`src/rtl/dar_regs.vh`:
```
// Offsets, field positions and reset values of the descriptor attribute registers
`ifndef DAR_REGS_VH
`define DAR_REGS_VH
// Register byte offsets
`define DAR_TX_PTR_DEBUG_OFF   8'h7C
`define DAR_HIGH_SPEED_DESCRIPTOR_ATTRIBUTES_OFF        8'hA0
`define DAR_FULL_SPEED_DESCRIPTOR_ATTRIBUTES_OFF        8'hA4
`define DAR_STR_LEN_A_OFF      8'hA8
`define DAR_STR_LEN_B_OFF      8'hAC
`define DAR_EMULATED_FLAG_ATTRIBUTES_OFF      8'hB0
// Pointer field positions
`define DAR_RD_POS_LSB         16
`define DAR_WR_POS_LSB         0
// Interval and size field positions
`define DAR_INTERVAL_LSB       16
`define DAR_DEVICE_LEN_LSB     8
`define DAR_CONFIG_LEN_LSB     0
// Flag field positions
`define DAR_HOST_WAKEUP_BIT    17
`define DAR_SUPPLY_SEL_BIT     16
`define DAR_GPIO_WAKE_LSB      0
// Reset values
`define DAR_HS_INTERVAL_RST    8'h04
`define DAR_FS_INTERVAL_RST    8'h01
`define DAR_LEN_RST            8'h00
`define DAR_PTR_RST            11'h000
// AXI responses
`define DAR_RESP_OKAY          2'h0
`define DAR_RESP_SLVERR        2'h2
`endif

```
`src/rtl/dar_descriptor_attribute_regs.v`:
```
// Descriptor attribute and transmit FIFO pointer debug registers on AXI4-Lite
//
// Design decision made here: the AXI4-Lite slave port.
`include "dar_regs.vh"

// Overview of the block
// One AXI4-Lite slave with six word registers.
// Write address and write data are caught in any order.
// A write commits one edge after both halves are held.
// The write answer rises on that commit edge.
// A read is taken whenever no read answer is pending.
// The read answer rises on the same edge that takes the read.
// Answers stand until the master takes them.
// Unmapped places answer with a slave error.
// Writes to the pointer view are answered and dropped.
// Writes under reset protection are answered and dropped.
// Legal size values are left to software to keep.

module dar_descriptor_attribute_regs #(
  parameter PTR_W = 11
) (
  // Clock and reset
  input  wire              aclk,
  input  wire              aresetn,
  // AXI4-Lite write address
  input  wire [7:0]        s_axi_awaddr,
  input  wire              s_axi_awvalid,
  output wire              s_axi_awready,
  // AXI4-Lite write data
  input  wire [31:0]       s_axi_wdata,
  input  wire [3:0]        s_axi_wstrb,
  input  wire              s_axi_wvalid,
  output wire              s_axi_wready,
  // AXI4-Lite write response
  output wire [1:0]        s_axi_bresp,
  output wire              s_axi_bvalid,
  input  wire              s_axi_bready,
  // AXI4-Lite read address
  input  wire [7:0]        s_axi_araddr,
  input  wire              s_axi_arvalid,
  output wire              s_axi_arready,
  // AXI4-Lite read data
  output wire [31:0]       s_axi_rdata,
  output wire [1:0]        s_axi_rresp,
  output wire              s_axi_rvalid,
  input  wire              s_axi_rready,
  // Transmit FIFO pointers from the FIFO
  input  wire [PTR_W-1:0]  tx_fifo_read_position,
  input  wire [PTR_W-1:0]  tx_fifo_write_position,
  // Straps, presence and protection
  input  wire              host_wakeup_strap,
  input  wire              supply_select_strap,
  input  wire              eeprom_present,
  input  wire              rom_emulation_enable,
  input  wire              reset_protect,
  // Attribute values to descriptor processing
  output wire              attributes_active,
  output wire [7:0]        high_speed_interval,
  output wire [7:0]        high_speed_device_len,
  output wire [7:0]        high_speed_config_len,
  output wire [7:0]        full_speed_interval,
  output wire [7:0]        full_speed_device_len,
  output wire [7:0]        full_speed_config_len,
  output wire [7:0]        config_string_len,
  output wire [7:0]        serial_string_len,
  output wire [7:0]        product_string_len,
  output wire [7:0]        maker_string_len,
  output wire [7:0]        interface_string_len,
  output wire              host_wakeup_support,
  output wire              supply_source_select,
  output wire [7:0]        gpio_wake_event_flags
);

  // Attribute storage
  reg  [7:0]        hs_int_ff;           // High-speed interval
  reg  [7:0]        hs_dev_ff;           // High-speed device size
  reg  [7:0]        hs_cfg_ff;           // High-speed config size
  reg  [7:0]        fs_int_ff;           // Full-speed interval
  reg  [7:0]        fs_dev_ff;           // Full-speed device size
  reg  [7:0]        fs_cfg_ff;           // Full-speed config size
  reg  [31:0]       str_a_ff;            // Four string lengths
  reg  [7:0]        str_b_ff;            // Interface string length
  reg               wake_ff;             // Host wakeup support
  reg               supply_ff;           // Supply source select
  reg  [7:0]        gpio_ff;             // GPIO wake flags
  reg               strap_pend_ff;       // Straps still to be caught
  // Pointer capture
  reg  [PTR_W-1:0]  rd_pos_ff;           // Registered read pointer
  reg  [PTR_W-1:0]  wr_pos_ff;           // Registered write pointer
  // Write channel state
  reg  [7:0]        aw_addr_ff;          // Held write address
  reg               aw_full_ff;          // Write address taken
  reg  [31:0]       w_data_ff;           // Held write data
  reg  [3:0]        w_strb_ff;           // Held byte strobes
  reg               w_full_ff;           // Write data taken
  reg               bvalid_ff;           // Write response pending
  reg  [1:0]        bresp_ff;            // Write response code
  // Read channel state
  reg               rvalid_ff;           // Read data pending
  reg  [31:0]       rdata_ff;            // Read data
  reg  [1:0]        rresp_ff;            // Read response code
  // Decode helpers
  reg  [31:0]       nxt_rdata;           // Read mux result
  reg               nxt_rd_hit;          // Read address mapped
  reg               wr_hit;              // Write address mapped
  reg  [31:0]       wmask;               // Byte mask from strobes
  wire              do_write;            // Write commits this edge
  wire              wr_allow;            // Protection lets the write in
  wire              do_read;             // Read taken this edge

  // Handshakes: one write and one read at a time
  // Each half of a write is refused once held.
  // Both halves are refused while an answer waits.
  // The read address is refused while read data waits.
  // A commit needs both halves and a free answer slot.
  // Protection only blocks the storage update.
  assign s_axi_awready = ~aw_full_ff & ~bvalid_ff;
  assign s_axi_wready  = ~w_full_ff & ~bvalid_ff;
  assign s_axi_arready = ~rvalid_ff;
  assign do_write      = aw_full_ff & w_full_ff & ~bvalid_ff;
  assign do_read       = s_axi_arvalid & ~rvalid_ff;
  assign wr_allow      = ~reset_protect;

  // Outputs
  // Bus answers come straight from flip-flops.
  // Attribute fields feed descriptor handling directly.
  // The gate says whether those fields are in use.
  assign s_axi_bvalid = bvalid_ff;
  assign s_axi_bresp  = bresp_ff;
  assign s_axi_rvalid = rvalid_ff;
  assign s_axi_rdata  = rdata_ff;
  assign s_axi_rresp  = rresp_ff;
  assign attributes_active     = ~eeprom_present & rom_emulation_enable;
  assign high_speed_interval   = hs_int_ff;
  assign high_speed_device_len = hs_dev_ff;
  assign high_speed_config_len = hs_cfg_ff;
  assign full_speed_interval   = fs_int_ff;
  assign full_speed_device_len = fs_dev_ff;
  assign full_speed_config_len = fs_cfg_ff;
  assign config_string_len     = str_a_ff[31:24];
  assign serial_string_len     = str_a_ff[23:16];
  assign product_string_len    = str_a_ff[15:8];
  assign maker_string_len      = str_a_ff[7:0];
  assign interface_string_len  = str_b_ff;
  assign host_wakeup_support   = wake_ff;
  assign supply_source_select  = supply_ff;
  assign gpio_wake_event_flags = gpio_ff;

  // Byte mask and write address decode
  // Works on the held address, not the live one.
  // The mask turns each strobe into eight bit enables.
  // A hit decides between OKAY and slave error.
  // The pointer view counts as a hit, writes ignored.
  always @* begin
    wmask  = {{8{w_strb_ff[3]}}, {8{w_strb_ff[2]}}, {8{w_strb_ff[1]}}, {8{w_strb_ff[0]}}};
    wr_hit = 1'b0;
    if (aw_addr_ff == `DAR_TX_PTR_DEBUG_OFF) begin
      wr_hit = 1'b1;                     // Read-only, write dropped
    end else if (aw_addr_ff == `DAR_HIGH_SPEED_DESCRIPTOR_ATTRIBUTES_OFF) begin
      wr_hit = 1'b1;
    end else if (aw_addr_ff == `DAR_FULL_SPEED_DESCRIPTOR_ATTRIBUTES_OFF) begin
      wr_hit = 1'b1;
    end else if (aw_addr_ff == `DAR_STR_LEN_A_OFF) begin
      wr_hit = 1'b1;
    end else if (aw_addr_ff == `DAR_STR_LEN_B_OFF) begin
      wr_hit = 1'b1;
    end else if (aw_addr_ff == `DAR_EMULATED_FLAG_ATTRIBUTES_OFF) begin
      wr_hit = 1'b1;
    end
  end

  // Read mux; reserved bits are zero
  // Works on the live read address.
  // Its result is caught only on a taken read.
  // Pointer fields come from the captured copies.
  // Unmapped places read as zero with an error.
  always @* begin
    nxt_rdata  = 32'h00000000;
    nxt_rd_hit = 1'b1;
    if (s_axi_araddr == `DAR_TX_PTR_DEBUG_OFF) begin
      nxt_rdata[`DAR_RD_POS_LSB +: PTR_W] = rd_pos_ff;
      nxt_rdata[`DAR_WR_POS_LSB +: PTR_W] = wr_pos_ff;
    end else if (s_axi_araddr == `DAR_HIGH_SPEED_DESCRIPTOR_ATTRIBUTES_OFF) begin
      nxt_rdata = {8'h00, hs_int_ff, hs_dev_ff, hs_cfg_ff};
    end else if (s_axi_araddr == `DAR_FULL_SPEED_DESCRIPTOR_ATTRIBUTES_OFF) begin
      nxt_rdata = {8'h00, fs_int_ff, fs_dev_ff, fs_cfg_ff};
    end else if (s_axi_araddr == `DAR_STR_LEN_A_OFF) begin
      nxt_rdata = str_a_ff;
    end else if (s_axi_araddr == `DAR_STR_LEN_B_OFF) begin
      nxt_rdata = {24'h000000, str_b_ff};
    end else if (s_axi_araddr == `DAR_EMULATED_FLAG_ATTRIBUTES_OFF) begin
      nxt_rdata = {14'h0000, wake_ff, supply_ff, 8'h00, gpio_ff};
    end else begin
      nxt_rd_hit = 1'b0;                 // Unmapped address
    end
  end

  // Pointer capture from the FIFO
  // One register stage between FIFO and bus.
  // Read data thus shows pointers one edge old.
  // Both copies clear to zero in reset.
  // Nothing here can be written by software.
  always @(posedge aclk) begin
    if (!aresetn) begin
      rd_pos_ff <= `DAR_PTR_RST;
      wr_pos_ff <= `DAR_PTR_RST;
    end else begin
      rd_pos_ff <= tx_fifo_read_position;
      wr_pos_ff <= tx_fifo_write_position;
    end
  end

  // Write channel
  // Address and data halves are held separately.
  // Each holder empties on the commit edge.
  // The answer code is fixed at commit time.
  // The answer drops on the edge bready is seen.
  // A new write cannot commit while an answer waits.
  // Low address bits are dropped: word access only.
  always @(posedge aclk) begin
    if (!aresetn) begin
      aw_full_ff <= 1'b0;
      aw_addr_ff <= 8'h00;
      w_full_ff  <= 1'b0;
      w_data_ff  <= 32'h00000000;
      w_strb_ff  <= 4'h0;
      bvalid_ff  <= 1'b0;
      bresp_ff   <= `DAR_RESP_OKAY;
    end else begin
      if (s_axi_awvalid && s_axi_awready) begin
        aw_full_ff <= 1'b1;
        aw_addr_ff <= {s_axi_awaddr[7:2], 2'b00};
      end
      if (s_axi_wvalid && s_axi_wready) begin
        w_full_ff <= 1'b1;
        w_data_ff <= s_axi_wdata;
        w_strb_ff <= s_axi_wstrb;
      end
      if (do_write) begin
        aw_full_ff <= 1'b0;
        w_full_ff  <= 1'b0;
        bvalid_ff  <= 1'b1;
        bresp_ff   <= wr_hit ? `DAR_RESP_OKAY : `DAR_RESP_SLVERR;
      end else if (bvalid_ff && s_axi_bready) begin
        bvalid_ff <= 1'b0;
      end
    end
  end

  // Attribute registers; straps caught one edge after release
  // Straps are sampled once, on the first free edge.
  // Until then the two flag bits read zero.
  // A write cannot commit on that edge anyway.
  // Each byte lane updates only with its strobe.
  // Flag bits 17 and 16 need strobe lane two.
  // Reserved bits have no storage at all.
  // Protection freezes every field held here against bus writes.
  always @(posedge aclk) begin
    if (!aresetn) begin
      hs_int_ff     <= `DAR_HS_INTERVAL_RST;
      hs_dev_ff     <= `DAR_LEN_RST;
      hs_cfg_ff     <= `DAR_LEN_RST;
      fs_int_ff     <= `DAR_FS_INTERVAL_RST;
      fs_dev_ff     <= `DAR_LEN_RST;
      fs_cfg_ff     <= `DAR_LEN_RST;
      str_a_ff      <= 32'h00000000;
      str_b_ff      <= `DAR_LEN_RST;
      wake_ff       <= 1'b0;
      supply_ff     <= 1'b0;
      gpio_ff       <= `DAR_LEN_RST;
      strap_pend_ff <= 1'b1;
    end else begin
      if (strap_pend_ff) begin
        strap_pend_ff <= 1'b0;
        wake_ff       <= host_wakeup_strap;
        supply_ff     <= supply_select_strap;
      end
      if (do_write && wr_allow) begin
        if (aw_addr_ff == `DAR_HIGH_SPEED_DESCRIPTOR_ATTRIBUTES_OFF) begin
          hs_int_ff <= (hs_int_ff & ~wmask[23:16]) | (w_data_ff[23:16] & wmask[23:16]);
          hs_dev_ff <= (hs_dev_ff & ~wmask[15:8]) | (w_data_ff[15:8] & wmask[15:8]);
          hs_cfg_ff <= (hs_cfg_ff & ~wmask[7:0]) | (w_data_ff[7:0] & wmask[7:0]);
        end else if (aw_addr_ff == `DAR_FULL_SPEED_DESCRIPTOR_ATTRIBUTES_OFF) begin
          fs_int_ff <= (fs_int_ff & ~wmask[23:16]) | (w_data_ff[23:16] & wmask[23:16]);
          fs_dev_ff <= (fs_dev_ff & ~wmask[15:8]) | (w_data_ff[15:8] & wmask[15:8]);
          fs_cfg_ff <= (fs_cfg_ff & ~wmask[7:0]) | (w_data_ff[7:0] & wmask[7:0]);
        end else if (aw_addr_ff == `DAR_STR_LEN_A_OFF) begin
          str_a_ff <= (str_a_ff & ~wmask) | (w_data_ff & wmask);
        end else if (aw_addr_ff == `DAR_STR_LEN_B_OFF) begin
          str_b_ff <= (str_b_ff & ~wmask[7:0]) | (w_data_ff[7:0] & wmask[7:0]);
        end else if (aw_addr_ff == `DAR_EMULATED_FLAG_ATTRIBUTES_OFF) begin
          if (w_strb_ff[2]) begin
            wake_ff   <= w_data_ff[`DAR_HOST_WAKEUP_BIT];
            supply_ff <= w_data_ff[`DAR_SUPPLY_SEL_BIT];
          end
          gpio_ff <= (gpio_ff & ~wmask[7:0]) | (w_data_ff[7:0] & wmask[7:0]);
        end
      end
    end
  end

  // Read channel
  // Data and code are caught with the read.
  // They stand until rready is seen high.
  // A new read waits for the slot to clear.
  // Read data hold their value after the answer.
  always @(posedge aclk) begin
    if (!aresetn) begin
      rvalid_ff <= 1'b0;
      rdata_ff  <= 32'h00000000;
      rresp_ff  <= `DAR_RESP_OKAY;
    end else if (do_read) begin
      rvalid_ff <= 1'b1;
      rdata_ff  <= nxt_rdata;
      rresp_ff  <= nxt_rd_hit ? `DAR_RESP_OKAY : `DAR_RESP_SLVERR;
    end else if (rvalid_ff && s_axi_rready) begin
      rvalid_ff <= 1'b0;
    end
  end

endmodule // dar_descriptor_attribute_regs

```
`config.mk`:
```
export PLATFORM = sky130hd
export DESIGN_NAME = dar_descriptor_attribute_regs
export DESIGN_NICKNAME = d
export VERILOG_FILES = /design/src/rtl/dar_descriptor_attribute_regs.v
export VERILOG_INCLUDE_DIRS = /design/src /design/src/rtl
export SDC_FILE = /design/constraint.sdc
export NUM_CORES = 1
export LEC_CHECK = 0
export BUFFER_PORTS_ARGS = -buffer_cell sky130_fd_sc_hd__buf_2
export CAP_MARGIN = 20
export CORE_UTILIZATION = 30
export CTS_CLUSTER_DIAMETER = 60
export DETAILED_ROUTE_END_ITERATION = 8
export GPL_TIMING_DRIVEN = 0
export SKIP_LAST_GASP = 1
export SLEW_MARGIN = 15
export SYNTH_ARGS = -nofsm -noshare
export SYNTH_HDL_FRONTEND = slang
export SYNTH_SLANG_ARGS = --single-unit
```
`constraint.sdc`:
```
create_clock -name aclk -period 4.55 [get_ports aclk]
set_input_delay 1.365 -clock aclk [delete_from_list [all_inputs] [get_ports aclk]]
set_output_delay 1.365 -clock aclk [all_outputs]
set_load 0.005 [all_outputs]
```
# --- Yosys cells after proc, flatten, opt, wreduce, memory -nomap -nowiden ---
# Cells that the tools add are included.
totals:
  ff_bits: 203
  wordCells: 136
  in_bits: 86
  out_inout_bits: 140
op_classes:
  n_reduce_logical: 13
  eq_ne: 12
  n_mux: 44
  bitwise_logic: 43
op_table:
  columns: ["op", "count"]
  rows:
  - ["32-bit 2-to-1 mux", 3]
  - ["8-bit AND", 11]
  - ["32-bit AND", 2]
  - ["8-bit OR", 8]
  - ["8-bit equality test (second input constant)", 5]
  - ["18-bit 2-to-1 mux", 2]
  - ["1-bit 2-to-1 mux", 33]
  - ["32-bit NOT", 1]
  - ["32-bit OR", 1]
  - ["6-bit equality test (second input constant)", 5]
  - ["8-bit NOT", 3]
  - ["11-bit 2-to-1 mux", 2]
  - ["1-bit NOT", 11]
  - ["5-bit 2-to-1 mux", 2]
  - ["8-bit by 7-bit equality test with 1-bit output (second input constant)", 1]
  - ["1-bit AND", 6]
  - ["6-bit by 5-bit equality test with 1-bit output (second input constant)", 1]
  - ["6-bit AND reduction", 1]
  - ["1-bit logical AND", 5]
  - ["5-bit AND reduction", 1]
  - ["2-bit 2-to-1 mux", 2]
  - ["4-bit AND reduction", 1]
  - ["2-bit nonzero test", 2]
  - ["3-bit AND reduction", 1]
  - ["2 further kinds", 2]

# --- Depth between registers and ports, before layout ---
depth:
  ltp_word: 8
  mapped_depth: 7
  mapped_depth_nobuf: 4

# --- Least setup slack after synthesis ---
# Ideal clock, no wire load.
synth_path:
  kind: "in2out"
  from: "in rom_emulation_enable"
  to: "out attributes_active"
  n_path_buf: 0
  arrival_time_ns: 1.496
  slack_ns: 1.689
  t_required_ns: 3.185
  stages: 1
  cell_sequence: "nor2b_1"
synth_via:
  elab_chain_cells: 1
synth_rtl:
  columns: ["item", "line", "rtl"]
  rows:
  - ["start, declared", "dar_descriptor_attribute_regs.v:54", "input wire rom_emulation_enable,"]
  - ["1-bit AND", "dar_descriptor_attribute_regs.v:133", "assign attributes_active = ~eeprom_present & rom_emulation_enable;"]
  - ["end, declared", "dar_descriptor_attribute_regs.v:57", "output wire attributes_active,"]
# No other way between the ends.

# --- Worst setup path in the final report ---
# Same ends and word-level chain as after synthesis.

==> results.ini <==
[critical_path]
crit_chain=buf_2 -> nor2b_1 -> buf_2
crit_path_max_fanout=1
cp-end-kind=output pin
cpMostUsedCell=buf_2
worstPathArrival_ps=1680
path_depth=3
worst_ep_required_time_ps=3180
critical_path.max_stage_delay_ps=120
reg2reg_depth=6
slowest_stage=buf_2
path_delay_family=buffers and inverters
crit_type=in2out
crit_buf_inv=2
start_kind=primary input

[placement]
dp_slack_ps=1230
placed_area_um2=10200
hpwlAfterDp_um=25200
io_buffers=220
gp_congestion=0.902

[timing]
grt_setup_unrepaired=no
max_slew.worst_pin.slew_ps=926
tns_ps=0
slew-limit-headroom_pct=38.1
setup_violations=0
maxSlewViolCount=0
skew_ps=14.8
fmax_mhz=328
hold_viol=0
post-route-period-util_pct=67.0
worst_slack_ps=1500
whs_ps=450
min_period_ps=3050

[final_layout]
nets=1380
final_cell_mix=buf_2 (227), dfxtp_1 (201), nand2_1 (152)
final_common_cell=buf_2
area_growth_pct=27.6
stdcell_area_um2=11000
final_layout_size_suffix_gt1_share_pct=22.0
fillCellCount=2991

[floorplanning]
fp.dieW_um=172
ios=226
core.rowCount=61
die_area_um2=29500
core_um2=28100
initial_core_util_pct=30.8
die_y_um=172

[drt]
route.detailed.drc=0
initialDrtViolationCount=628
wirelength_um=33500
detail_route.first_pass.iterations=6
vias_per_cell=5.10
vias=8615
wl_per_cell_um=19.8
ant_nets=0

[clocking]
cts_tree=built
postCtsSetupRepairBufs=0
clockBufferDepth=3
clockRootBuffer=clkbuf_16
htreeDepth=1
clock-sinks=201
cts_buffers=25
holdBufCountCts=0
clk_pin_slew_worst_paths_ps=60
post_cts_resized=0
clkLatencyLatePin_ps=520

[global_routing]
overflow=0
antenna_found_initial=2
grt_pass1_wl_um=49000
grt_start_max_net_pins=13
first_global_vias=8124
grt_usage_pct=22.2

[run_status]
status=finished, final reports clean

[pwr]
p_int_mw=3.11
p_comb_share_pct=7.6
p_per_area_nw_per_um2=374
switchingPower_mw=1.01
pwr-share-clk_pct=47.3
switching_share_pct=24.6
p_total_mw=4.12
ir_drop_mv=0.222
leakage_nw=4.39
seqPwrFrac_pct=45.2

[synth]
yosys-top-cells-area=dfxtp_1 (47%), a21oi_1 (6.9%), nand2_1 (6.6%)
ys_ff_latch=201
synth_area_per_cell_um2=8.27
synth_cell_type_count=53
synth_area_leader_cell=dfxtp_1
synthArstFlopShare_pct=0
syn_area_um2=8650
ys_warn_count=0
ys_seq_area_share_pct=46.5
synth_edf_count=0
synth_flop_cell=dfxtp_1
synthCells=1046
synth.top_cell.area_share_pct=46.5

[worst_hold_path]
hp-class=reg2reg
min_path_cells=2

[flow_run]
maxCapViolations=0

==> cells by family after synthesis <==
kind of cell / count (synthesis) / share of synthesized area, %
AO/OA/AOI/OAI: 273 / 19.1
AND/OR/NAND/NOR: 394 / 22.5
flip-flops: 201 / 46.5
buffers and inverters: 130 / 6.31
other: 1 / 0.0434
multiplexers: 47 / 5.44
==> layout make-up <==
type                            instances  area (µm²)  area share, %
Clock inverter                          9         104          0.941
Sequential cell                       201        4020           36.5
Clock buffer                           35         703           6.37
Buffer                                 92         403           3.65
Tap cell                              378         473           4.29
Timing Repair Buffer                  220        1100           9.98
Antenna cell                            1        2.50         0.0227
Inverter                               38         143           1.29
Multi-Input combinational cell        716        4080           37.0
==> power groups by stage <==
stage | clock network [mW] | registers [mW] | logic, mW
detailed placement | 0 | 1.90 | 0.310
global placement | 0 | 1.90 | 0.306
global route | 2.05 | 1.87 | 0.343
CTS | 1.97 | 1.86 | 0.312
finish | 1.95 | 1.86 | 0.312
floorplan | 0 | 1.88 | 0.175
==> routing by layer <==
metal / vias to the layer above / global-route usage [%] / wire [µm]
met1: 4025 / 29.4 / 14300
li1: 4135 / - / -
met4: 2 / 8.70 / 1200
met2: 381 / 35.1 / 15100
met5: - / 0 / 17
met3: 72 / 4.58 / 2830
==> metrics by stage <==
stage                     instances  utilization, %
final                          1690            39.3
after global routing           1690            39.3
after CTS                      1689            39.3
after detailed placement       1645            36.4
after global placement         1645            36.4
after floorplan                1047               -
==> final timing paths <==
kind                                startpoint                      endpoint  slack (ps)
setup / recovery          rom_emulation_enable             attributes_active        1500
hold reg to reg   s_axi_rdata[11]$_SDFFE_PN0P_  s_axi_rdata[11]$_SDFFE_PN0P_         450
hold / removal    s_axi_rdata[11]$_SDFFE_PN0P_  s_axi_rdata[11]$_SDFFE_PN0P_         450
setup reg to reg     s_axi_rvalid$_SDFFE_PN0P_  s_axi_rdata[29]$_SDFFE_PN0P_        2350
==> worst reg2reg max path, cell delays in order (launching register included) <==
cell      delay (ps)
dfxtp_1          350
nor2b_1          110
clkbuf_1         340
buf_1            550
clkbuf_1         450
nand3_1          150
a21oi_1          180
==> cells in the mapped netlist (7+ instances only) <==
master and count:
a2111oi_0 10, a311oi_1 8, nand2_1 152, clkbuf_1 72, and2_1 40, buf_2 7
and3_1 9, nor2_1 47, a21oi_1 120, nor3_1 18, inv_1 38, nor3b_1 8
o21ai_0 68, nand3_1 64, a31oi_1 9, o22ai_1 8, mux2i_1 47, o221ai_2 7
dfxtp_1 201, a221oi_1 11, nor2b_1 24, a211oi_1 12
No activity file was read; power rests on OpenSTA's default activity.
